**src/cod_pkg.sv**
```systemverilog
package cod_pkg;

   // register byte offsets on the avalon slave
   localparam logic [7:0] CTRL_OFS = 8'h00;
   localparam logic [7:0] BANK_A_OFS = 8'h04;
   localparam logic [7:0] BANK_B_OFS = 8'h08;
   localparam logic [7:0] BANK_C_OFS = 8'h0C;
   localparam logic [7:0] BANK_D_OFS = 8'h10;
   localparam logic [7:0] FRAC_OFS = 8'h14;
   localparam logic [7:0] STATUS_OFS = 8'h18;

   // control register fields
   localparam int CTRL_PIN_CTL_LSB = 0;
   localparam int CTRL_INIT_BIT = 8;
   localparam logic [31:0] CTRL_RST = 32'h0000000F;

   // bank register fields
   localparam int BANK_DIV_LSB = 0;
   localparam int BANK_PD_BIT = 8;
   localparam int BANK_EN_BIT = 9;
   localparam int BANK_SRC_LSB = 10;
   localparam int BANK_AUX_PD_BIT = 12;
   localparam int BANK_AUX_EN_BIT = 13;
   localparam int BANK_OUT_LSB = 16;
   localparam int OUT_FIELD_W = 4;
   localparam int OUT_PD_OFS = 0;
   localparam int OUT_TYPE_OFS = 1;
   localparam int OUT_SWING_OFS = 2;
   localparam logic [31:0] BANK_RST = 32'h00002210;
   localparam logic [7:0] RATIO_RST = 8'h10;

   // fractional divider register fields
   localparam int FRAC_FRAC_LSB = 0;
   localparam int FRAC_FRAC_INTEGER_VALUE_LSB = 24;
   localparam int FRAC_DIVF_LSB = 28;
   localparam logic [31:0] FRAC_RST = 32'h09600000;
   localparam logic [3:0] FRAC_INTEGER_VALUE_MIN = 4'h5;

   // output layout: banks a, b, c, d hold 4, 4, 2, 1 differential outputs
   localparam int BANK_COUNT = 4;
   localparam int OUT_COUNT = 11;

   // three-level pin codes from the pin receivers
   localparam logic [1:0] LVL_LOW = 2'h0;
   localparam logic [1:0] LVL_MID = 2'h1;
   localparam logic [1:0] LVL_HIGH = 2'h2;
   localparam logic [1:0] LVL_OPEN = 2'h3;

   // swing codes
   localparam logic [1:0] SWING_350 = 2'h0;
   localparam logic [1:0] SWING_500 = 2'h1;
   localparam logic [1:0] SWING_750 = 2'h2;

   // bank d source select
   localparam logic [1:0] SRC_INT = 2'h0;
   localparam logic [1:0] SRC_FRAC = 2'h1;
   localparam logic [1:0] SRC_BYPASS = 2'h2;

   // preset decoded from one bank's pin pair
   typedef struct packed {
      logic pd;
      logic lvpecl;
      logic [7:0] ratio;
      logic [1:0] src;
      logic aux_on;
      logic [3:0] frac_integer_value;
      logic [23:0] frac_fraction_part;
      logic [1:0] frac_post_divider;
   } cod_preset_t;

   // one differential output and its driver settings
   typedef struct packed {
      logic p;
      logic n;
      logic lvpecl;
      logic [1:0] swing;
   } cod_diff_t;

endpackage
```
**src/cod_output_ctrl.sv**
```systemverilog
`timescale 1ns/1ps
// What this block does
// (RL1) banks a, b, c divide only the pll clock
// (RL2) bank d can pass the selected reference straight to its output
// (RL3) four integer dividers, one per bank, each set independently
// (RL4) bank d picks integer or fractional divider by a source select
// (RL5) integer ratios from the listed set; output is vco over ratio
// (RL6) fractional output is vco over two times (int plus frac) times post divider
// (RL7) fractional integer part is four bits, valid 5 to 15
// (RL8) fractional part is 24 bits, any value
// (RL9) post divider code selects divide by 1, 2 or 4
// (RL10) each differential output selects lvds, lvpecl or power-down
// (RL11) power-down drives both pins high; single-ended output goes high-z
// (RL12) each differential output selects 350, 500 or 750 mv swing
// (RL13) pin control gives all outputs of a bank one configuration
// (RL14) pin selections act directly and leave stored registers unchanged
// (RL15) registers power and enable banks; outputs have own power-down
// (RL16) outputs come up enabled without any register write
// (RL17) disabled: true low, complement high; single-ended output low
// (RL18) bank a pin pair table of lvpecl, power-down and lvds presets
// (RL19) bank b pin pair decodes as bank a
// (RL20) bank c pin pair table of lvpecl, power-down and lvds presets
// (RL21) pin-controlled lvpecl uses 750 mv swing
// (RL22) pin-controlled lvds uses 350 mv swing
// (RL23) new register divider values load and resync only on init
// (RL24) an open three-level pin reads as middle
// (RL25) bank d high-high: lvds, single-ended on, bypass divide 1
// (RL26) each pin pair decodes nine ways into ratio, driver and swing
module cod_output_ctrl (
   // clock and reset
   input wire logic core_clk,
   input wire logic rst,
   // avalon-mm slave
   input wire logic [7:0] avs_address,
   input wire logic avs_read,
   input wire logic avs_write,
   input wire logic [31:0] avs_writedata,
   input wire logic [3:0] avs_byteenable,
   output logic [31:0] avs_readdata,
   output logic avs_waitrequest,
   // clock sources
   input wire logic vco_tick,
   input wire logic ref_in,
   // three-level preset pins, two level codes per bank
   input wire logic [3:0] bank_a_preset_pins,
   input wire logic [3:0] bank_b_preset_pins,
   input wire logic [3:0] bank_c_preset_pins,
   input wire logic [3:0] bank_d_preset_pins,
   // outputs; index 10 is the bank d differential output
   output cod_pkg::cod_diff_t diff_out [cod_pkg::OUT_COUNT],
   output logic bank_d_single_ended_out,
   output logic bank_d_single_ended_oe
);
   import cod_pkg::*;

   logic [31:0] bank_reg [BANK_COUNT];
   logic [31:0] next_bank_reg [BANK_COUNT];
   logic [3:0] pin_ctl, next_pin_ctl;
   logic [31:0] frac_reg, next_frac_reg;
   logic init_pulse, next_init_pulse;
   logic next_waitrequest;
   logic [31:0] next_readdata;
   logic [15:0] pin_s1, pin_s2, pin_s3, pin_now, next_pin_now;
   logic ref_s1, ref_s2, ref_s3, ref_lvl, next_ref_lvl;
   logic [7:0] int_cnt [BANK_COUNT];
   logic [7:0] next_int_cnt [BANK_COUNT];
   logic [7:0] loaded_ratio [BANK_COUNT];
   logic [7:0] next_loaded_ratio [BANK_COUNT];
   logic [3:0] ld_frac_integer_value, next_ld_frac_integer_value;
   logic [23:0] ld_frac, next_ld_frac;
   logic [1:0] ld_divf, next_ld_divf;
   logic [23:0] frac_acc, next_frac_acc;
   logic [3:0] pre_cnt, next_pre_cnt;
   logic [2:0] post_cnt, next_post_cnt;
   logic frac_lvl, next_frac_lvl;
   cod_preset_t preset [BANK_COUNT];
   logic [3:0] eff_pd;
   logic [7:0] eff_ratio [BANK_COUNT];
   logic [1:0] eff_src;
   logic [3:0] eff_frac_integer_value;
   logic [23:0] eff_frac;
   logic [1:0] eff_divf;
   logic [3:0] int_lvl;
   logic [24:0] acc_sum;
   cod_diff_t next_diff [OUT_COUNT];
   logic next_aux_out, next_aux_oe;
   logic aux_pd, aux_off, lvl_d;

   function automatic logic [1:0] pin_level(input logic [1:0] code);
      pin_level = (code == LVL_OPEN) ? LVL_MID : code; // RL24
   endfunction

   function automatic logic ratio_ok(input logic [7:0] r);
      case (r)
         8'h01, 8'h02, 8'h04, 8'h05, 8'h06, 8'h08, 8'h09, 8'h0A, 8'h0C, 8'h10, 8'h12, 8'h14, 8'h19,
         8'h20, 8'h24, 8'h28, 8'h32, 8'h40, 8'h48, 8'h50, 8'h64, 8'h80, 8'hA0, 8'hC8, 8'hDC: ratio_ok = 1'b1;
         default: ratio_ok = 1'b0;
      endcase
   endfunction

   function automatic logic [2:0] post_ratio(input logic [1:0] code);
      case (code)
         2'h1: post_ratio = 3'h2;
         2'h2: post_ratio = 3'h4;
         default: post_ratio = 3'h1;
      endcase
   endfunction

   function automatic int bank_of(input int i);
      bank_of = (i < 4) ? 0 : (i < 8) ? 1 : (i < 10) ? 2 : 3;
   endfunction

   function automatic int first_of(input int b);
      first_of = (b == 0) ? 0 : (b == 1) ? 4 : (b == 2) ? 8 : 10;
   endfunction

   function automatic logic [31:0] merge(input logic [31:0] old, input logic [31:0] wd, input logic [3:0] be);
      for (int k = 0; k < 4; k++) begin
         merge[8*k +: 8] = be[k] ? wd[8*k +: 8] : old[8*k +: 8];
      end
   endfunction

   // nine-way pin decode per bank
   function automatic cod_preset_t decode_preset(input int b, input logic [3:0] code);
      logic [3:0] sel;
      cod_preset_t p;
      sel = 4'(pin_level(code[3:2]) * 2'h3) + 4'(pin_level(code[1:0])); // RL26
      p = '0;
      p.ratio = 8'h01;
      p.frac_integer_value = FRAC_RST[FRAC_FRAC_INTEGER_VALUE_LSB +: 4];
      p.frac_fraction_part = FRAC_RST[FRAC_FRAC_LSB +: 24];
      if (b < 3) begin
         p.pd = (sel == 4'h4);
         p.lvpecl = (sel < 4'h4);
         if (b == 2) begin
            case (sel) // RL20
               4'h0: p.ratio = 8'h08;
               4'h1: p.ratio = 8'h10;
               4'h2, 4'h5: p.ratio = 8'h14;
               4'h6: p.ratio = 8'h19;
               4'h7: p.ratio = 8'h32;
               4'h3, 4'h8: p.ratio = 8'h64;
               default: p.ratio = 8'h01;
            endcase
         end else begin
            case (sel) // RL18 RL19
               4'h0, 4'h5: p.ratio = 8'h10;
               4'h1, 4'h6: p.ratio = 8'h14;
               4'h2, 4'h7: p.ratio = 8'h19;
               4'h3: p.ratio = 8'h64;
               4'h8: p.ratio = 8'h32;
               default: p.ratio = 8'h01;
            endcase
         end
      end else begin
         case (sel)
            4'h0: p.ratio = 8'h19;
            4'h1: p.ratio = 8'h32;
            4'h2: p.src = SRC_FRAC;
            4'h3: begin
               p.src = SRC_FRAC;
               p.frac_post_divider = 2'h1;
            end
            4'h4: p.pd = 1'b1;
            4'h5: begin
               p.pd = 1'b1;
               p.aux_on = 1'b1;
               p.src = SRC_FRAC;
               p.frac_post_divider = 2'h2;
            end
            4'h6: p.ratio = 8'h64;
            4'h7: p.ratio = 8'h14;
            4'h8: begin // RL25
               p.src = SRC_BYPASS;
               p.aux_on = 1'b1;
            end
            default: p.ratio = 8'h01;
         endcase
      end
      decode_preset = p;
   endfunction

   // effective settings: pins override registers without touching them
   always_comb begin
      for (int b = 0; b < BANK_COUNT; b++) begin
         preset[b] = decode_preset(b, pin_now[4*b +: 4]);
         if (pin_ctl[b]) begin // RL14
            eff_pd[b] = preset[b].pd;
            eff_ratio[b] = preset[b].ratio;
         end else begin
            eff_pd[b] = bank_reg[b][BANK_PD_BIT]; // RL15
            eff_ratio[b] = loaded_ratio[b];
         end
      end
      if (pin_ctl[3]) begin
         eff_src = preset[3].src;
         eff_frac_integer_value = preset[3].frac_integer_value;
         eff_frac = preset[3].frac_fraction_part;
         eff_divf = preset[3].frac_post_divider;
      end else begin
         eff_src = bank_reg[3][BANK_SRC_LSB +: 2]; // RL4
         eff_frac_integer_value = ld_frac_integer_value;
         eff_frac = ld_frac;
         eff_divf = ld_divf;
      end
   end

   // avalon slave and register file
   always_comb begin
      next_waitrequest = 1'b1;
      next_readdata = avs_readdata;
      next_pin_ctl = pin_ctl;
      next_frac_reg = frac_reg;
      next_init_pulse = 1'b0;
      for (int b = 0; b < BANK_COUNT; b++) begin
         next_bank_reg[b] = bank_reg[b];
      end
      if ((avs_read || avs_write) && avs_waitrequest) begin
         next_waitrequest = 1'b0;
      end
      if (avs_read && avs_waitrequest) begin
         case (avs_address)
            CTRL_OFS: next_readdata = {28'h0000000, pin_ctl};
            BANK_A_OFS: next_readdata = bank_reg[0];
            BANK_B_OFS: next_readdata = bank_reg[1];
            BANK_C_OFS: next_readdata = bank_reg[2];
            BANK_D_OFS: next_readdata = bank_reg[3];
            FRAC_OFS: next_readdata = frac_reg;
            STATUS_OFS: next_readdata = {16'h0000, loaded_ratio[3], 2'h0, eff_src, eff_pd};
            default: next_readdata = 32'h00000000;
         endcase
      end
      if (avs_write && !avs_waitrequest) begin
         case (avs_address)
            CTRL_OFS: begin
               if (avs_byteenable[0]) begin
                  next_pin_ctl = avs_writedata[CTRL_PIN_CTL_LSB +: 4];
               end
               next_init_pulse = avs_byteenable[1] && avs_writedata[CTRL_INIT_BIT]; // RL23
            end
            BANK_A_OFS: next_bank_reg[0] = merge(bank_reg[0], avs_writedata, avs_byteenable);
            BANK_B_OFS: next_bank_reg[1] = merge(bank_reg[1], avs_writedata, avs_byteenable);
            BANK_C_OFS: next_bank_reg[2] = merge(bank_reg[2], avs_writedata, avs_byteenable);
            BANK_D_OFS: next_bank_reg[3] = merge(bank_reg[3], avs_writedata, avs_byteenable);
            FRAC_OFS: next_frac_reg = merge(frac_reg, avs_writedata, avs_byteenable);
            default: next_frac_reg = frac_reg;
         endcase
      end
   end

   always_ff @(posedge core_clk or posedge rst) begin
      if (rst) begin
         avs_waitrequest <= 1'b1;
         avs_readdata <= 32'h00000000;
         pin_ctl <= CTRL_RST[CTRL_PIN_CTL_LSB +: 4];
         frac_reg <= FRAC_RST;
         init_pulse <= 1'b0;
         for (int b = 0; b < BANK_COUNT; b++) begin
            bank_reg[b] <= BANK_RST; // RL16
         end
      end else begin
         avs_waitrequest <= next_waitrequest;
         avs_readdata <= next_readdata;
         pin_ctl <= next_pin_ctl;
         frac_reg <= next_frac_reg;
         init_pulse <= next_init_pulse;
         for (int b = 0; b < BANK_COUNT; b++) begin
            bank_reg[b] <= next_bank_reg[b];
         end
      end
   end

   // pin and reference synchronisers
   always_comb begin
      for (int k = 0; k < 16; k++) begin
         next_pin_now[k] = (pin_s2[k] == pin_s3[k]) ? pin_s2[k] : pin_now[k];
      end
      next_ref_lvl = (ref_s2 == ref_s3) ? ref_s2 : ref_lvl;
   end

   always_ff @(posedge core_clk or posedge rst) begin
      if (rst) begin
         pin_s1 <= 16'h5555;
         pin_s2 <= 16'h5555;
         pin_s3 <= 16'h5555;
         pin_now <= 16'h5555;
         ref_s1 <= 1'b0;
         ref_s2 <= 1'b0;
         ref_s3 <= 1'b0;
         ref_lvl <= 1'b0;
      end else begin
         pin_s1 <= {bank_d_preset_pins, bank_c_preset_pins, bank_b_preset_pins, bank_a_preset_pins};
         pin_s2 <= pin_s1;
         pin_s3 <= pin_s2;
         pin_now <= next_pin_now;
         ref_s1 <= ref_in;
         ref_s2 <= ref_s1;
         ref_s3 <= ref_s2;
         ref_lvl <= next_ref_lvl;
      end
   end

   // integer and fractional dividers, all counting pll ticks
   always_comb begin
      acc_sum = {1'b0, frac_acc} + {1'b0, eff_frac}; // RL8
      next_frac_acc = frac_acc;
      next_pre_cnt = pre_cnt;
      next_post_cnt = post_cnt;
      next_frac_lvl = frac_lvl;
      next_ld_frac_integer_value = ld_frac_integer_value;
      next_ld_frac = ld_frac;
      next_ld_divf = ld_divf;
      for (int b = 0; b < BANK_COUNT; b++) begin
         next_loaded_ratio[b] = loaded_ratio[b];
         next_int_cnt[b] = int_cnt[b];
         int_lvl[b] = (eff_ratio[b] == 8'h01) ? vco_tick : (int_cnt[b] < (eff_ratio[b] >> 1)); // RL5
         if (init_pulse) begin
            next_int_cnt[b] = 8'h00; // RL23
            if (ratio_ok(bank_reg[b][BANK_DIV_LSB +: 8])) begin
               next_loaded_ratio[b] = bank_reg[b][BANK_DIV_LSB +: 8]; // RL3
            end
         end else if (vco_tick) begin
            next_int_cnt[b] = (int_cnt[b] >= eff_ratio[b] - 8'h01) ? 8'h00 : int_cnt[b] + 8'h01; // RL1
         end
      end
      if (init_pulse) begin
         next_frac_acc = 24'h000000;
         next_pre_cnt = 4'h0;
         next_post_cnt = 3'h0;
         next_frac_lvl = 1'b0;
         if (frac_reg[FRAC_FRAC_INTEGER_VALUE_LSB +: 4] >= FRAC_INTEGER_VALUE_MIN && frac_reg[FRAC_DIVF_LSB +: 2] != 2'h3) begin // RL7
            next_ld_frac_integer_value = frac_reg[FRAC_FRAC_INTEGER_VALUE_LSB +: 4];
            next_ld_frac = frac_reg[FRAC_FRAC_LSB +: 24];
            next_ld_divf = frac_reg[FRAC_DIVF_LSB +: 2];
         end
      end else if (vco_tick) begin
         if (pre_cnt == 4'h0) begin
            // carry stretches one interval by a tick: average is frac_integer_value plus frac
            next_frac_acc = acc_sum[23:0];
            next_pre_cnt = eff_frac_integer_value - 4'h1 + {3'h0, acc_sum[24]}; // RL6
            if (post_cnt >= post_ratio(eff_divf) - 3'h1) begin // RL9
               next_post_cnt = 3'h0;
               next_frac_lvl = ~frac_lvl;
            end else begin
               next_post_cnt = post_cnt + 3'h1;
            end
         end else begin
            next_pre_cnt = pre_cnt - 4'h1;
         end
      end
   end

   always_ff @(posedge core_clk or posedge rst) begin
      if (rst) begin
         frac_acc <= 24'h000000;
         pre_cnt <= 4'h0;
         post_cnt <= 3'h0;
         frac_lvl <= 1'b0;
         ld_frac_integer_value <= FRAC_RST[FRAC_FRAC_INTEGER_VALUE_LSB +: 4];
         ld_frac <= FRAC_RST[FRAC_FRAC_LSB +: 24];
         ld_divf <= FRAC_RST[FRAC_DIVF_LSB +: 2];
         for (int b = 0; b < BANK_COUNT; b++) begin
            int_cnt[b] <= 8'h00;
            loaded_ratio[b] <= RATIO_RST;
         end
      end else begin
         frac_acc <= next_frac_acc;
         pre_cnt <= next_pre_cnt;
         post_cnt <= next_post_cnt;
         frac_lvl <= next_frac_lvl;
         ld_frac_integer_value <= next_ld_frac_integer_value;
         ld_frac <= next_ld_frac;
         ld_divf <= next_ld_divf;
         for (int b = 0; b < BANK_COUNT; b++) begin
            int_cnt[b] <= next_int_cnt[b];
            loaded_ratio[b] <= next_loaded_ratio[b];
         end
      end
   end

   // output drivers
   always_comb begin
      case (eff_src)
         SRC_FRAC: lvl_d = frac_lvl;
         SRC_BYPASS: lvl_d = ref_lvl; // RL2
         default: lvl_d = int_lvl[3];
      endcase
      for (int i = 0; i < OUT_COUNT; i++) begin
         int b;
         int f;
         logic lvl;
         logic out_pd;
         b = bank_of(i);
         f = BANK_OUT_LSB + OUT_FIELD_W * (i - first_of(b));
         lvl = (b == 3) ? lvl_d : int_lvl[b];
         out_pd = eff_pd[b] || (!pin_ctl[b] && bank_reg[b][f + OUT_PD_OFS]); // RL15
         if (pin_ctl[b]) begin // RL13
            next_diff[i].lvpecl = preset[b].lvpecl;
            next_diff[i].swing = preset[b].lvpecl ? SWING_750 : SWING_350; // RL21 RL22
         end else begin
            next_diff[i].lvpecl = bank_reg[b][f + OUT_TYPE_OFS]; // RL10
            next_diff[i].swing = bank_reg[b][f + OUT_SWING_OFS +: 2]; // RL12
         end
         if (out_pd) begin
            next_diff[i].p = 1'b1; // RL11
            next_diff[i].n = 1'b1;
         end else if (!bank_reg[b][BANK_EN_BIT]) begin
            next_diff[i].p = 1'b0; // RL17
            next_diff[i].n = 1'b1;
         end else begin
            next_diff[i].p = lvl;
            next_diff[i].n = ~lvl;
         end
      end
      aux_pd = pin_ctl[3] ? !preset[3].aux_on : (bank_reg[3][BANK_PD_BIT] || bank_reg[3][BANK_AUX_PD_BIT]);
      aux_off = !bank_reg[3][BANK_EN_BIT] || (!pin_ctl[3] && !bank_reg[3][BANK_AUX_EN_BIT]);
      next_aux_oe = !aux_pd; // RL11
      next_aux_out = !aux_pd && !aux_off && lvl_d; // RL17
   end

   always_ff @(posedge core_clk or posedge rst) begin
      if (rst) begin
         for (int i = 0; i < OUT_COUNT; i++) begin
            diff_out[i] <= '{p: 1'b1, n: 1'b1, lvpecl: 1'b0, swing: SWING_350};
         end
         bank_d_single_ended_out <= 1'b0;
         bank_d_single_ended_oe <= 1'b0;
      end else begin
         for (int i = 0; i < OUT_COUNT; i++) begin
            diff_out[i] <= next_diff[i];
         end
         bank_d_single_ended_out <= next_aux_out;
         bank_d_single_ended_oe <= next_aux_oe;
      end
   end

   // checks
   chk_wait_one_cycle: assert property (@(posedge core_clk) disable iff (rst) // avalon read: waitrequest low for one cycle
      (avs_read && avs_waitrequest) |=> !avs_waitrequest ##1 avs_waitrequest)
      else $error("waitrequest not low for exactly one cycle");
   chk_init_resync: assert property (@(posedge core_clk) disable iff (rst) // RL23
      init_pulse |=> (int_cnt[0] == 8'h00 && int_cnt[1] == 8'h00 && int_cnt[2] == 8'h00 && int_cnt[3] == 8'h00))
      else $error("dividers not resynchronised by init");
   chk_ratio_hold: assert property (@(posedge core_clk) disable iff (rst) // RL23
      !init_pulse |=> $stable(loaded_ratio[0]))
      else $error("divider ratio changed without init");
   chk_pins_keep_regs: assert property (@(posedge core_clk) disable iff (rst) // RL14
      (!$past(avs_write) && $changed(pin_now)) |-> $stable(bank_reg[0]) && $stable(bank_reg[3]))
      else $error("pin change altered register contents");
   chk_pd_both_high: assert property (@(posedge core_clk) disable iff (rst) // RL11
      (pin_ctl[0] && pin_now[3:0] == {LVL_MID, LVL_MID}) |=> (diff_out[0].p && diff_out[3].n))
      else $error("powered-down bank a output not high");
   chk_disable_low: assert property (@(posedge core_clk) disable iff (rst) // RL17
      (!eff_pd[0] && !bank_reg[0][BANK_EN_BIT] && !bank_reg[0][BANK_OUT_LSB]) |=> (!diff_out[0].p && diff_out[0].n))
      else $error("disabled output not low-high");
   chk_pecl_swing: assert property (@(posedge core_clk) disable iff (rst) // RL21
      (pin_ctl[2] && pin_now[11:8] == {LVL_LOW, LVL_LOW}) [*2] |=> (diff_out[8].lvpecl && diff_out[9].swing == SWING_750))
      else $error("pin lvpecl bank not at 750 mv");
   chk_lvds_swing: assert property (@(posedge core_clk) disable iff (rst) // RL22
      (pin_ctl[0] && pin_now[3:2] == LVL_HIGH) |=> (!diff_out[1].lvpecl && diff_out[2].swing == SWING_350))
      else $error("pin lvds bank not at 350 mv");
   chk_aux_hiz: assert property (@(posedge core_clk) disable iff (rst) // RL11
      (pin_ctl[3] && pin_now[15:12] == {LVL_MID, LVL_MID}) |=> !bank_d_single_ended_oe)
      else $error("single-ended output driven in power-down");
   chk_open_is_mid: assert property (@(posedge core_clk) disable iff (rst) // RL24
      (pin_ctl[0] && pin_now[3:0] == {LVL_OPEN, LVL_OPEN}) |-> eff_pd[0])
      else $error("open pins not decoded as middle");
   chk_bypass_path: assert property (@(posedge core_clk) disable iff (rst) // RL25
      (pin_ctl[3] && pin_now[15:12] == {LVL_HIGH, LVL_HIGH} && bank_reg[3][BANK_EN_BIT]) |=>
      (diff_out[10].p == $past(ref_lvl) && bank_d_single_ended_oe))
      else $error("bank d bypass not following reference");

endmodule

```
**config.mk**
```make
export PLATFORM = sky130hd
export DESIGN_NAME = cod_output_ctrl
export DESIGN_NICKNAME = d
export VERILOG_FILES = /design/src/cod_pkg.sv /design/src/cod_output_ctrl.sv
export SDC_FILE = /design/constraint.sdc
export NUM_CORES = 1
export LEC_CHECK = 0
export ABC_AREA = 1
export BUFFER_PORTS_ARGS = -buffer_cell sky130_fd_sc_hd__clkbuf_2
export CORE_MARGIN = 5
export CORE_UTILIZATION = 42
export DETAILED_ROUTE_END_ITERATION = 7
export GPL_ROUTABILITY_DRIVEN = 0
export MAX_ROUTING_LAYER = met4
export PLACE_DENSITY = 0.59
export SLEW_MARGIN = 20
export SYNTH_ARGS = -nofsm -noshare
export SYNTH_HDL_FRONTEND = slang
export SYNTH_SLANG_ARGS = --single-unit
```
**constraint.sdc**
```tcl
create_clock -name core_clk -period 21.3 [get_ports core_clk]
set_input_delay 4.26 -clock core_clk [delete_from_list [all_inputs] [get_ports core_clk]]
set_output_delay 4.26 -clock core_clk [all_outputs]
set_load 0.02 [all_outputs]
```
# --- Word level (Yosys, flattened, before mapping) ---
# Memory sizes are Yosys's and may differ from the RTL's.
# Index checks and enable logic that the tools add are counted.
totals:
  register_bits: 449
  latchBits: 0
  ramBits: 0
  mem_bits_ro: 336
  elab_cells: 488
  n_memories: 3
op_classes:
  addsub: 18
  n_mul: 4
  div: 0
  magnitude_cmp: 13
  n_eq_ne: 151
  shift: 0
  muxes: 102
  bitwise_logic: 5
  n_reduce_logical: 84
mem_list:
  columns: ["name", "depth", "width", "rd", "rd_clocked_by_memory_dff", "wr", "line_no", "rtl"]
  rows:
  - ["(name not given)", 16, 7, 1, 0, 0, "cod_output_ctrl.sv:146", "case (sel)"]
  - ["(name not given)", 16, 7, 1, 0, 0, "cod_output_ctrl.sv:146", null]
  - ["(name not given)", 16, 7, 1, 0, 0, "cod_output_ctrl.sv:136", "case (sel)"]
ops:
  columns: ["cell", "n"]
  rows:
  - ["32-bit case mux with 7 select lines", 1]
  - ["8-bit by 5-bit == test with 1-bit output (second input constant)", 19]
  - ["8-bit by 4-bit == test with 1-bit output (second input constant)", 18]
  - ["8-bit by 6-bit == test with 1-bit output (second input constant)", 16]
  - ["8-bit by 7-bit == test with 1-bit output (second input constant)", 16]
  - ["8-bit == test (second input constant)", 16]
  - ["8-bit 2-to-1 mux", 16]
  - ["8-bit by 3-bit == test with 1-bit output (second input constant)", 13]
  - ["25-bit OR reduction", 4]
  - ["24-bit 2-to-1 mux", 4]
  - ["3-bit AND reduction", 22]
  - ["8-bit by 1-bit == test with 1-bit output (second input constant)", 8]
  - ["2-bit 2-to-1 mux", 28]
  - ["3-bit 2-to-1 mux", 18]
  - ["8-bit by 1-bit adder with 8-bit output (second input constant)", 4]
  - ["8-bit by 2-bit == test with 1-bit output (second input constant)", 4]
  - ["8-bit >= comparator", 4]
  - ["8-bit by 7-bit < comparator with 1-bit output", 4]
  - ["8-bit by 1-bit subtractor with 8-bit output (second input constant)", 4]
  - ["4-bit by 3-bit == test with 1-bit output (second input constant)", 7]
  - ["7-bit case mux with 4 select lines", 1]
  - ["1-bit 2-to-1 mux", 26]
  - ["24-bit by 24-bit adder with 25-bit output", 1]
  - ["2-bit == test (second input constant)", 10]
  - ["other kinds (29)", 113]

# --- Longest topological paths before layout ---
# Gate-level depths: netlist of the first run.
logic_depth:
  ltp_word: 18
  mapped_depth: 24
  depth_no_buf: 24

# --- Worst setup path before layout of the first run ---
# Ideal clock, no wire load.
synth_timing:
  path_type: "input to register"
  from: "in avs_address[6]"
  to: "reg bank_reg[113] (netlist bit)"
  setup_ps: 127
  arrival_ps: 5264
  setup_slack_ps: 15909
  stages: 9
  cell_sequence: "inv_1 nand2_1 nor3_4 nand2_1 inv_2 nand2_2 buf_2 nand2_1 o21ai_0"
synth_via:
  elab_chain_cells: 2
synth_lines:
  columns: ["item", "line_no", "rtl"]
  rows:
  - ["start, declared", "cod_output_ctrl.sv:34", "input wire logic [7:0] avs_address,"]
  - ["8-bit by 3-bit == test with 1-bit output", "cod_output_ctrl.sv:234", "case (avs_address)"]
  - ["3-bit AND reduction (no line)", null, null]
  - ["end signal, assigned by index", "cod_output_ctrl.sv:268", "bank_reg[b] <= next_bank_reg[b];"]
  - ["end, declared", "cod_output_ctrl.sv:56", "logic [31:0] bank_reg [BANK_COUNT];"]
# No other way between the ends.
# A chain may end at the register's enable or synchronous reset.

# --- Worst setup path after layout of the first run ---
layout_timing:
  from: "in avs_address[0]"
  to: "reg bank_reg[9] (netlist bit)"
layout_via:
  elab_chain_cells: 2
layout_lines:
  columns: ["item", "line_no"]
  rows:
  - ["8-bit by 5-bit == test with 1-bit output", "cod_output_ctrl.sv:234"]
  - ["3-bit AND reduction (no line)", null]
# No other way between the ends.

==> results of run 1 <==
[cells by family (layout without fill, tap and decap cells)]
group | Yosys count | in the layout
flip-flops | 449 | 449
buffers and inverters | 425 | 603
other | 0 | 1
XOR/XNOR | 47 | 47
AND/OR/NAND/NOR | 1138 | 1138
AO/OA/AOI/OAI | 552 | 552
adder cells (fa/ha/maj) | 152 | 152
[report_power, final]
group	total, mW	switching, mW	internal (mW)
clock network	0.942	0.366	0.576
registers	0.947	0.0486	0.898
logic	0.302	0.193	0.109
total	2.19	0.607	1.58
[final cells by class]
type | instances | area [sq um]
Fill cell | 5253 | 28500
Sequential cell | 449 | 11300
Multi-Input combinational cell | 1889 | 10200
Clock buffer | 71 | 1460
Inverter | 345 | 1310
Tap cell | 704 | 881
Timing Repair Buffer | 164 | 876
Clock inverter | 23 | 355
Antenna cell | 1 | 2.50
[final timing paths]
path	startpoint	endpoint	slack (ps)
worst max-delay path	avs_address[0]	bank_reg[9]	15190
worst min-delay path	pin_s1[15]	pin_s2[15]	350
worst max register to register	pin_now[15]	int_cnt[7]	16930
worst min register to register	pin_s1[15]	pin_s2[15]	350
max in group asynchronous	rst	bank_d_single_ended_out	15840
min in group asynchronous	rst	int_cnt[25]	3820
[metrics by stage]
step	std cells	power, mW	hold slack [ps]	utilization, %	worst slack (ps)
2_1_floorplan	2763	1.17	331	-	4660
3_3_place_gp	3550	1.25	334	44.7	14720
3_5_place_dp	3550	1.26	335	44.7	14650
4_1_cts	3644	2.22	348	48.0	15280
5_1_grt	3646	2.30	349	48.1	15040
6_report	3646	2.19	345	48.1	15190
[synthesized netlist by cell type (7+ instances only)]
library cell,n,share of area (%)
inv_1,330,5.3
nand3_1,108,2.3
xnor2_1,10,0.38
nand4_1,30,0.81
nor2_1,154,2.5
dfstp_2,83,9.4
buf_2,30,0.65
dfrtp_1,366,40
inv_2,13,0.21
nor3_1,34,0.73
nand2_2,24,0.65
a22o_1,7,0.26
nand2_1,750,12
maj3_1,17,0.73
o22ai_1,53,1.4
o211ai_1,16,0.52
xor2_1,37,1.4
or2_2,10,0.27
clkbuf_1,36,0.58
ha_1,130,7.0
o21ai_1,60,1.3
buf_4,8,0.26
a21oi_1,96,2.1
o31ai_1,14,0.45
o21ai_0,260,5.6
o221ai_1,7,0.26
[metal layers]
layer	global-route usage [%]	wire (um)	vias to the layer above
met5	-	0	-
met4	6.68	2020	0
met3	4.61	4630	111
met2	34.8	30400	599
met1	30.2	29200	9321
li1	-	-	9309
==> impl_metrics.csv, run 1 <==
group,metric,value,unit
power_and_ir_drop,leakage,13.2,nW
timing,tns,0,ps
synthesis,netlist_area,23200,sq um
synthesis,synth_top_family_by_area,"simple AND/OR/NAND/NOR gates",
grt,grt_util_all_layers,22.5,%
timing,fmax,0.164,GHz
floorplan,fp-row-count,86,
min_path,holdPathStages,0,
synthesis,yosysUniqueCellTypes,58,
setup_path,arrival,6620,ps
floorplan,start_util,42.3,%
grt,grt_overflow,0,
clock_tree,cts_num_sinks,449,
layout,drive_gt1_share,14.1,%
detailed_routing,routedWlPerCell,18.2,um
floorplan,die_h,245,um
synthesis,synth-async-reset-ratio,100,%
layout,largest_reg_flops,128,
clock_tree,clockBufferDepth,3,
clock_tree,clock_latency,600,ps
timing,drv_slew,0,
timing,skew,36.7,ps
layout,final_common_cell,"nand2_1",
setup_path,required,21810,ps
detailed_routing,dr.pass1.iters,6,
clock_tree,cts_tree,"yes",
placed_design,port_buffers,155,
grt,grt_max_degree,193,
setup_path,cp_num_buf_inv,3,
clock_tree,htreeDepth,2,
clock_tree,postCtsHoldBufs,0,
detailed_routing,vias,19340,
detailed_routing,drtIter0Drc,1652,
setup_path,worst-path-max-fanout,26,
timing,final_min_period_over_clock_period,28.7,%
synthesis,synth-simple-area-share,20.6,%
detailed_routing,avgViaCountPerCell,5.30,
min_path,min-delay-path-class,"reg -> reg",
floorplan,pin_count,156,
synthesis,synthXorXnorAreaFrac,1.78,%
timing,finalSetupViolations,0,
floorplan,dieWidth,245,um
setup_path,critPathTopFamily,"simple AND/OR/NAND/NOR gates",
layout,finalInstanceArea,26400,sq um
placed_design,hpwl,48.4,mm
timing,hold_violations,0,
floorplan,die_area,60000,sq um
synthesis,synth_fa_ha_area_share,8.18,%
clock_tree,cts-buffers-inserted,50,
layout,final_cell_mix,"nand2_1 (750), dfrtp_1 (366), inv_1 (329)",
timing,rsz0062_at_grt,"no",
clock_tree,ctsResizeCount,0,
placed_design,dpl-instance-area,24500,sq um
setup_path,cp.depth,8,
detailed_routing,antenna_left,0,
power_and_ir_drop,ir_drop,0.0649,mV
timing,slew_headroom,27.4,%
setup_path,path_common_cell,"nand2_1",
clock_tree,postCtsSetupBuffers,0,
synthesis,ys.flop_type,"dfrtp_1",
grt,first_global_vias,18984,
setup_path,crit_path_cell_trace,"clkbuf_2, inv_1, nand2_1, nor3_1, nand2_1, inv_2, nand2_1, o21ai_0",
detailed_routing,wirelength,66.2,mm
power_and_ir_drop,power_density,83.0,nW/um^2
grt,grt_antenna_before_repair,1,
synthesis,netlist_instances,2763,
status,outcome,"completed",
synthesis,ys_warn_count,0,
setup_path,cp_slowest_stage_delay,670,ps
layout,nets,3100,
synthesis,synth_area_per_cell,8.39,sq um
setup_path,cp_slowest_cell,"inv_2",
synthesis,syn_nets,2964,
detailed_routing,drc,0,
layout,area_growth,13.8,%
flow_run,maxCapViolations,0,
synthesis,synth-edff-count,0,
synthesis,yosysSeqAreaShare,48.9,%
setup_path,worstRegToRegCells,19,
synthesis,synthMuxAreaShare,0,%
timing,worst_pin_slew,1090,ps
synthesis,synth-compound-area-share,13.3,%
clock_tree,clk_pin_slew_worst_paths,60,ps
clock_tree,cts_root_buf,"clkbuf_16",
grt,grt_pass1_wl,105,mm
setup_path,start_kind,"input pin",
synthesis,synth-seq-cells,449,
timing,period_needed,6110,ps
floorplan,core-area,54900,sq um
setup_path,crit_type,"in -> reg",
setup_path,cp-end-kind,"register",
Power figures use the tool's default switching activity.
==> run 2, diff against run 1 <==
--- a/config.mk
+++ b/config.mk
@@ -5,7 +5,7 @@
 export SDC_FILE = /design/constraint.sdc
 export NUM_CORES = 1
 export LEC_CHECK = 0
-export ABC_AREA = 1
+export ABC_AREA = 0
 export BUFFER_PORTS_ARGS = -buffer_cell sky130_fd_sc_hd__clkbuf_2
 export CORE_MARGIN = 5
 export CORE_UTILIZATION = 42
==> constraint.sdc (replaced) <==
create_clock -name core_clk -period 5.9 [get_ports core_clk]
set_input_delay 1.18 -clock core_clk [delete_from_list [all_inputs] [get_ports core_clk]]
set_output_delay 1.18 -clock core_clk [all_outputs]
set_load 0.02 [all_outputs]
==> run 2 against run 1 <==
Net effect:
- total power increased to 3.6 times the previous value
- non-clock buffer count increased by 12
- core utilization up 0.22 points
- global-route usage decreased by 0.63 points
- routed wire length decreased by 3.8%
- sequential share of layout area up 0.56 points
- synthesized cell count decreased by 25%
- count of clock-buffer cells in the layout unchanged
- clock skew is 25 ps lower
- largest cell class unchanged
- largest power group unchanged
==> impl_metrics.csv, run 2 <==
group,metric,value,unit
floorplan,fp-row-count,85,
grt,grt_pass1_wl,101,mm
floorplan,pin_count,156,
floorplan,dieWidth,243,um
clock_tree,postCtsHoldBufs,0,
setup_path,critPathTopFamily,"compound AO/OA/AOI/OAI gates",
setup_path,path_common_cell,"ha_1",
setup_path,rr_startpoint,"pin_now[3]",
setup_path,arrival,5470,ps
detailed_routing,vias,16798,
setup_path,crit_path_cell_trace,"or2_2, ha_1, ha_1, fa_1, nor2_1, a21oi_1, o221ai_1, a21boi_0, ha_1, nand3_1, xnor2_1, ha_1, nand2_1, o21ai_0, nand3_1, a21oi_1, nor3_1, a211o_1",
grt,grt_max_degree,184,
grt,grtUsageMet1,29.3,%
setup_path,cp_slowest_cell,"a21oi_1",
setup_path,crit_type,"reg -> reg",
setup_path,worst-path-max-fanout,14,
layout,stdcell_count,2953,
detailed_routing,antenna_left,0,
setup_path,required,6370,ps
clock_tree,clk_pin_slew_worst_paths,60,ps
grt,grt_use_met3,4.42,%
timing,finalSetupViolations,0,
synthesis,synth_area_per_cell,11.0,sq um
detailed_routing,routedWlPerCell,21.6,um
timing,slew_headroom,29.5,%
clock_tree,cts_tree,"yes",
timing,drv_slew,0,
min_path,holdPathStages,0,
placed_design,hpwl,45.2,mm
synthesis,ys_top_cells_by_area,"dfrtp_1 (40%), dfstp_2 (9.5%), mux2_2 (9.4%)",
timing,hold_violations,0,
power_and_ir_drop,leakage,12.4,nW
clock_tree,clockBufferDepth,3,
synthesis,yosysUniqueCellTypes,83,
floorplan,core-area,53900,sq um
setup_path,regToRegEndpoint,"int_cnt[30]",
synthesis,synth_top_area_share,40.0,%
timing,final_min_period_over_clock_period,84.7,%
clock_tree,clock_latency,600,ps
layout,area_growth,13.9,%
clock_tree,ctsResizeCount,0,
layout,largest_reg_flops,128,
synthesis,ys_warn_count,0,
setup_path,worst-r2r-setup-slack,900,ps
clock_tree,cts_root_buf,"clkbuf_16",
grt,grt_antenna_before_repair,9,
synthesis,synth_common_cells,"dfrtp_1 (366), nand2_1 (205), mux2_2 (191), o21ai_0 (160), ha_1 (130)",
synthesis,synth_top_cell_by_area,"dfrtp_1",
floorplan,start_util,42.4,%
setup_path,start_kind,"register",
timing,skew,11.9,ps
synthesis,netlist_instances,2086,
clock_tree,cts_num_sinks,449,
layout,drive_gt1_share,25.7,%
power_and_ir_drop,power.total,7.95,mW
flow_run,maxCapViolations,0,
placed_design,place_ws,946,ps
synthesis,ys.flop_type,"dfrtp_1",
setup_path,cp-end-kind,"register",
detailed_routing,avgViaCountPerCell,5.69,
synthesis,yosysSeqAreaShare,49.6,%
timing,rsz0062_at_grt,"no",
synthesis,synth-edff-count,0,
synthesis,synth.most_common_cell,"dfrtp_1",
min_path,hold_start,"pin_s1[11]",
timing,setup_ws,900,ps
layout,finalCoreUtilization,48.3,%
layout,final_common_cell,"dfrtp_1",
detailed_routing,dr.pass1.iters,5,
synthesis,synth-seq-cells,449,
synthesis,synth-async-reset-ratio,100,%
clock_tree,postCtsSetupBuffers,0,
power_and_ir_drop,power_density,305,nW/um^2
synthesis,netlist_area,22900,sq um
layout,final_cell_mix,"dfrtp_1 (366), nand2_1 (205), mux2_2 (191)",
grt,use_met2,33.8,%
floorplan,die_area,59200,sq um
clock_tree,cts-buffers-inserted,49,
detailed_routing,drc,0,
timing,fmax,0.200,GHz
timing,period_needed,5000,ps
clock_tree,htreeDepth,2,
min_path,hold_path_end,"pin_s2[11]",
setup_path,cp_slowest_stage_delay,690,ps
placed_design,post-place-cells,2850,
setup_path,cp_num_buf_inv,0,
timing,worst_pin_slew,1050,ps
synthesis,syn_nets,2287,
detailed_routing,wirelength,63.7,mm
placed_design,port_buffers,155,
layout,nets,2407,
min_path,min-delay-path-class,"reg -> reg",
setup_path,worstRegToRegCells,18,
power_and_ir_drop,ir_drop,0.270,mV
detailed_routing,drtIter0Drc,1153,
grt,grt_overflow,0,
grt,grt_util_all_layers,21.8,%
grt,busiest_layer,"met2",
floorplan,die_h,243,um
grt,first_global_vias,16974,
status,outcome,"completed",
run 2: cell types whose count changed in the layout (fill, tap and decap cells not counted), sizes merged, moves of 24 or more:
cell,change
mux2,+193
nor2b,+61
a221oi,+24
o22ai,-46
nand2,-573
nand3,-71
a21o,+32
nor2,-83
a21oi,-25
a22o,+44
inv,-266
o21ai,-137
mux2i,+43
nand4,-24
run 2: kinds of logic (layout without fill, tap and decap cells):
kind of cell | after synthesis | after routing | synth area share, %
muxes | 236 | 236 | 11.4
and+or+nand+nor | 508 | 508 | 11.1
AOI/OAI and AO/OA | 507 | 507 | 14.5
DFF | 449 | 449 | 49.6
buffers and inverters | 187 | 348 | 3.34
other | 0 | 10 | 0
adders and majority gates | 152 | 152 | 8.29
xor gates and xnor gates | 47 | 47 | 1.80
run 2: area by class of cell:
cell class | instances | area [sq um]
fill | 4819 | 27900
clock buffer | 71 | 1470
inverter | 80 | 304
multi-input combinational | 1450 | 10800
antenna | 10 | 25.0
tap | 696 | 871
sequential | 449 | 11300
clock inverter | 21 | 265
timing repair buffer | 176 | 978
run 2: worst max-delay path by stage:
stage	slack, ps	end	startpoint	depth (start not counted)
finish	900	int_cnt[30]	pin_now[3]	18
global route	580	int_cnt[27]	pin_now[3]	18
CTS	910	int_cnt[31]	pin_now[3]	18
detailed placement	950	int_cnt[30]	pin_now[3]	18
global placement	1060	int_cnt[31]	pin_now[3]	17
floorplan	-1280	avs_readdata[0]	rst	1
run 2: layer usage:
layer,wire length [um],share of wire [%],up-vias
li1,-,-,7726
met1,28400,45,8434
met2,29200,46,512
met3,4210,6.6,126
met4,1840,2.9,0
met5,0,0,-
run 2: metrics by stage:
step	hold slack [ps]	area, sq um	TNS, ps
after floorplan	331	22900	-469710
after global placement	334	24300	0
after global routing	354	26100	0
final	345	26100	0
after CTS	349	26000	0
after detailed placement	336	24300	0
run 2: report_power, final:
part / internal [mW] / switching [mW]
clock network: 1.95 / 1.30
registers: 3.29 / 0.229
logic: 0.503 / 0.668
total: 5.75 / 2.20
run 2: worst register-to-register path: cells and delay by family (launching register included):
kind | cells | cell delay (ps)
adders and majority gates | 5 | 1700
xor gates and xnor gates | 1 | 170
AOI/OAI and AO/OA | 6 | 1800
and+or+nand+nor | 6 | 820
DFF | 1 | 390
==> run 3, diff against run 2 <==
==> constraint.sdc (replaced) <==
create_clock -name core_clk -period 4.6 [get_ports core_clk]
set_input_delay 0.92 -clock core_clk [delete_from_list [all_inputs] [get_ports core_clk]]
set_output_delay 0.92 -clock core_clk [all_outputs]
set_load 0.02 [all_outputs]
==> run 3 against run 2 <==
Net effect:
- die area did not move
- total power rose by 29%
- design area is 1.6% higher
- routed wire length increased by 0.58%
- combinational power increased by 35%
- first-iteration DRC count decreased by 4.3%
- register-to-register slack got worse by 730 ps
- critical endpoint is now int_cnt[18]
- highest routed layer unchanged
==> impl_metrics.csv, run 3 (synthesis gave the netlist of run 2 again) <==
group,metric,value,unit
detailed_routing,met1_length,28.2,mm
floorplan,dieWidth,243,um
timing,slew_headroom,31.0,%
grt,grt_pass1_wl,100,mm
power_and_ir_drop,leakage,12.6,nW
clock_tree,clock_latency,590,ps
flow_run,maxCapViolations,0,
layout,final_cell_mix,"dfrtp_1 (366), nand2_1 (205), mux2_2 (191)",
placed_design,hpwl,46.2,mm
floorplan,core-area,53900,sq um
layout,finalCoreUtilization,49.1,%
timing,tns,0,ps
clock_tree,cts_tree,"yes",
placed_design,post-place-cells,2878,
grt,first_global_vias,17081,
detailed_routing,drtIter0Drc,1103,
layout,nets,2444,
floorplan,start_util,42.4,%
setup_path,arrival,4940,ps
status,outcome,"completed",
detailed_routing,met3_length,4.27,mm
setup_path,cp-end-kind,"register",
clock_tree,cts_root_buf,"clkbuf_16",
clock_tree,clk_pin_slew_worst_paths,70,ps
clock_tree,cts-buffers-inserted,48,
clock_tree,htreeDepth,2,
detailed_routing,antenna_left,0,
grt,grt_util_all_layers,21.8,%
setup_path,crit_type,"reg -> reg",
timing,worst_pin_slew,1030,ps
timing,rsz0062_at_grt,"yes",
layout,seq_area,11300,sq um
timing,hold_violations,0,
timing,final_min_period_over_clock_period,96.2,%
detailed_routing,wl_met2,30.0,mm
setup_path,required,5110,ps
power_and_ir_drop,power_density,388,nW/um^2
detailed_routing,dr.pass1.iters,7,
timing,drv_slew,0,
setup_path,worst-path-max-fanout,6,
layout,area_growth,15.8,%
placed_design,port_buffers,155,
layout,largest_reg_flops,128,
power_and_ir_drop,ir_drop,0.261,mV
layout,fillers,4789,
timing,skew,19.5,ps
clock_tree,cts_num_sinks,449,
detailed_routing,routedWlPerCell,21.4,um
timing,period_needed,4430,ps
detailed_routing,avgViaCountPerCell,5.64,
floorplan,pin_count,156,
layout,final_common_cell,"dfrtp_1",
grt,grt_max_degree,119,
layout,multiInputGateArea,10900,sq um
layout,stdcell_count,2991,
timing,whs,349,ps
setup_path,worst-r2r-setup-slack,170,ps
detailed_routing,wirelength,64.1,mm
floorplan,die_area,59200,sq um
detailed_routing,dr.max_layer_used,"met4",
timing,fmax,0.226,GHz
grt,grt_antenna_before_repair,12,
floorplan,fp-row-count,85,
power_and_ir_drop,power.total,10.3,mW
layout,drive_gt1_share,27.8,%
timing,finalSetupViolations,0,
detailed_routing,vias,16876,
detailed_routing,drc,0,
min_path,min-delay-path-class,"reg -> reg",
clock_tree,clockBufferDepth,3,
setup_path,start_kind,"register",
grt,grt_overflow,0,
floorplan,die_h,243,um
run 3: changes by cell type in the layout (fill, tap and decap cells not counted), sizes merged:
| cell | before | now |
|---|---|---|
| clkdlybuf4s15 | 0 | 1 |
| clkinvlp | 2 | 4 |
| inv | 80 | 82 |
| clkbuf | 226 | 221 |
| diode | 10 | 12 |
| buf | 21 | 57 |
run 3: worst max-delay path, stage by stage, from the launching register on:
cell and delay, ps:
dfrtp_1 400, or2_2 300, ha_1 280, ha_1 130
inv_1 50, fa_2 610, buf_6 140, mux2i_1 220
a2bb2oi_2 190, o2111ai_2 140, nor2_2 150, nand2_1 100
xnor2_2 140, ha_1 270, or4_1 550, o311ai_2 110
buf_4 200, buf_4 140, a21oi_1 80, a31oi_1 140
run 3: final timing paths:
path	startpoint	to	depth (start not counted)
setup / recovery	pin_now[7]	int_cnt[18]	19
hold / removal	pin_s1[7]	pin_s2[7]	0
setup reg to reg	pin_now[7]	int_cnt[18]	19
hold reg to reg	pin_s1[7]	pin_s2[7]	0
max in group asynchronous	rst	int_cnt[9]	3
min in group asynchronous	rst	frac_acc[16]	2
run 3: area by class of cell:
type	count	area share [%]
clock buffer	65	5.48
inverter	80	1.15
sequential	449	42.8
tap	696	3.29
timing repair buffer	214	4.95
clock inverter	25	1.08
antenna	12	0.113
multi-input combinational	1450	41.1
run 3: metal layers:
metal  global-route usage, %  vias to the layer above
met2                    34.7                      482
met1                    28.5                     8466
met4                    5.22                        0
met3                    5.21                      101
met5                       -                        -
li1                        -                     7827
run 3: what timing repair did:
item                       4_1_cts  5_1_grt
setup endpoints to repair        0       27
buffers inserted                 0       10
gates resized for setup          0       26
hold buffers                     0        0
run 3: stage by stage:
| stage | worst slack [ps] | area, sq um |
|---|---|---|
| 6_report | 173 | 26500 |
| 5_1_grt | -57.8 | 26500 |
| 4_1_cts | 65.3 | 26300 |
| 3_5_place_dp | 88.8 | 24500 |
| 3_3_place_gp | 225 | 24500 |
| 2_1_floorplan | -2320 | 22900 |
run 3: power breakdown:
part | internal [mW] | switching (mW) | total [mW] | leakage [nW]
clock | 2.51 | 1.68 | 4.19 | 0.859
combinational | 0.699 | 0.881 | 1.58 | 6.19
sequential | 4.22 | 0.295 | 4.52 | 5.57
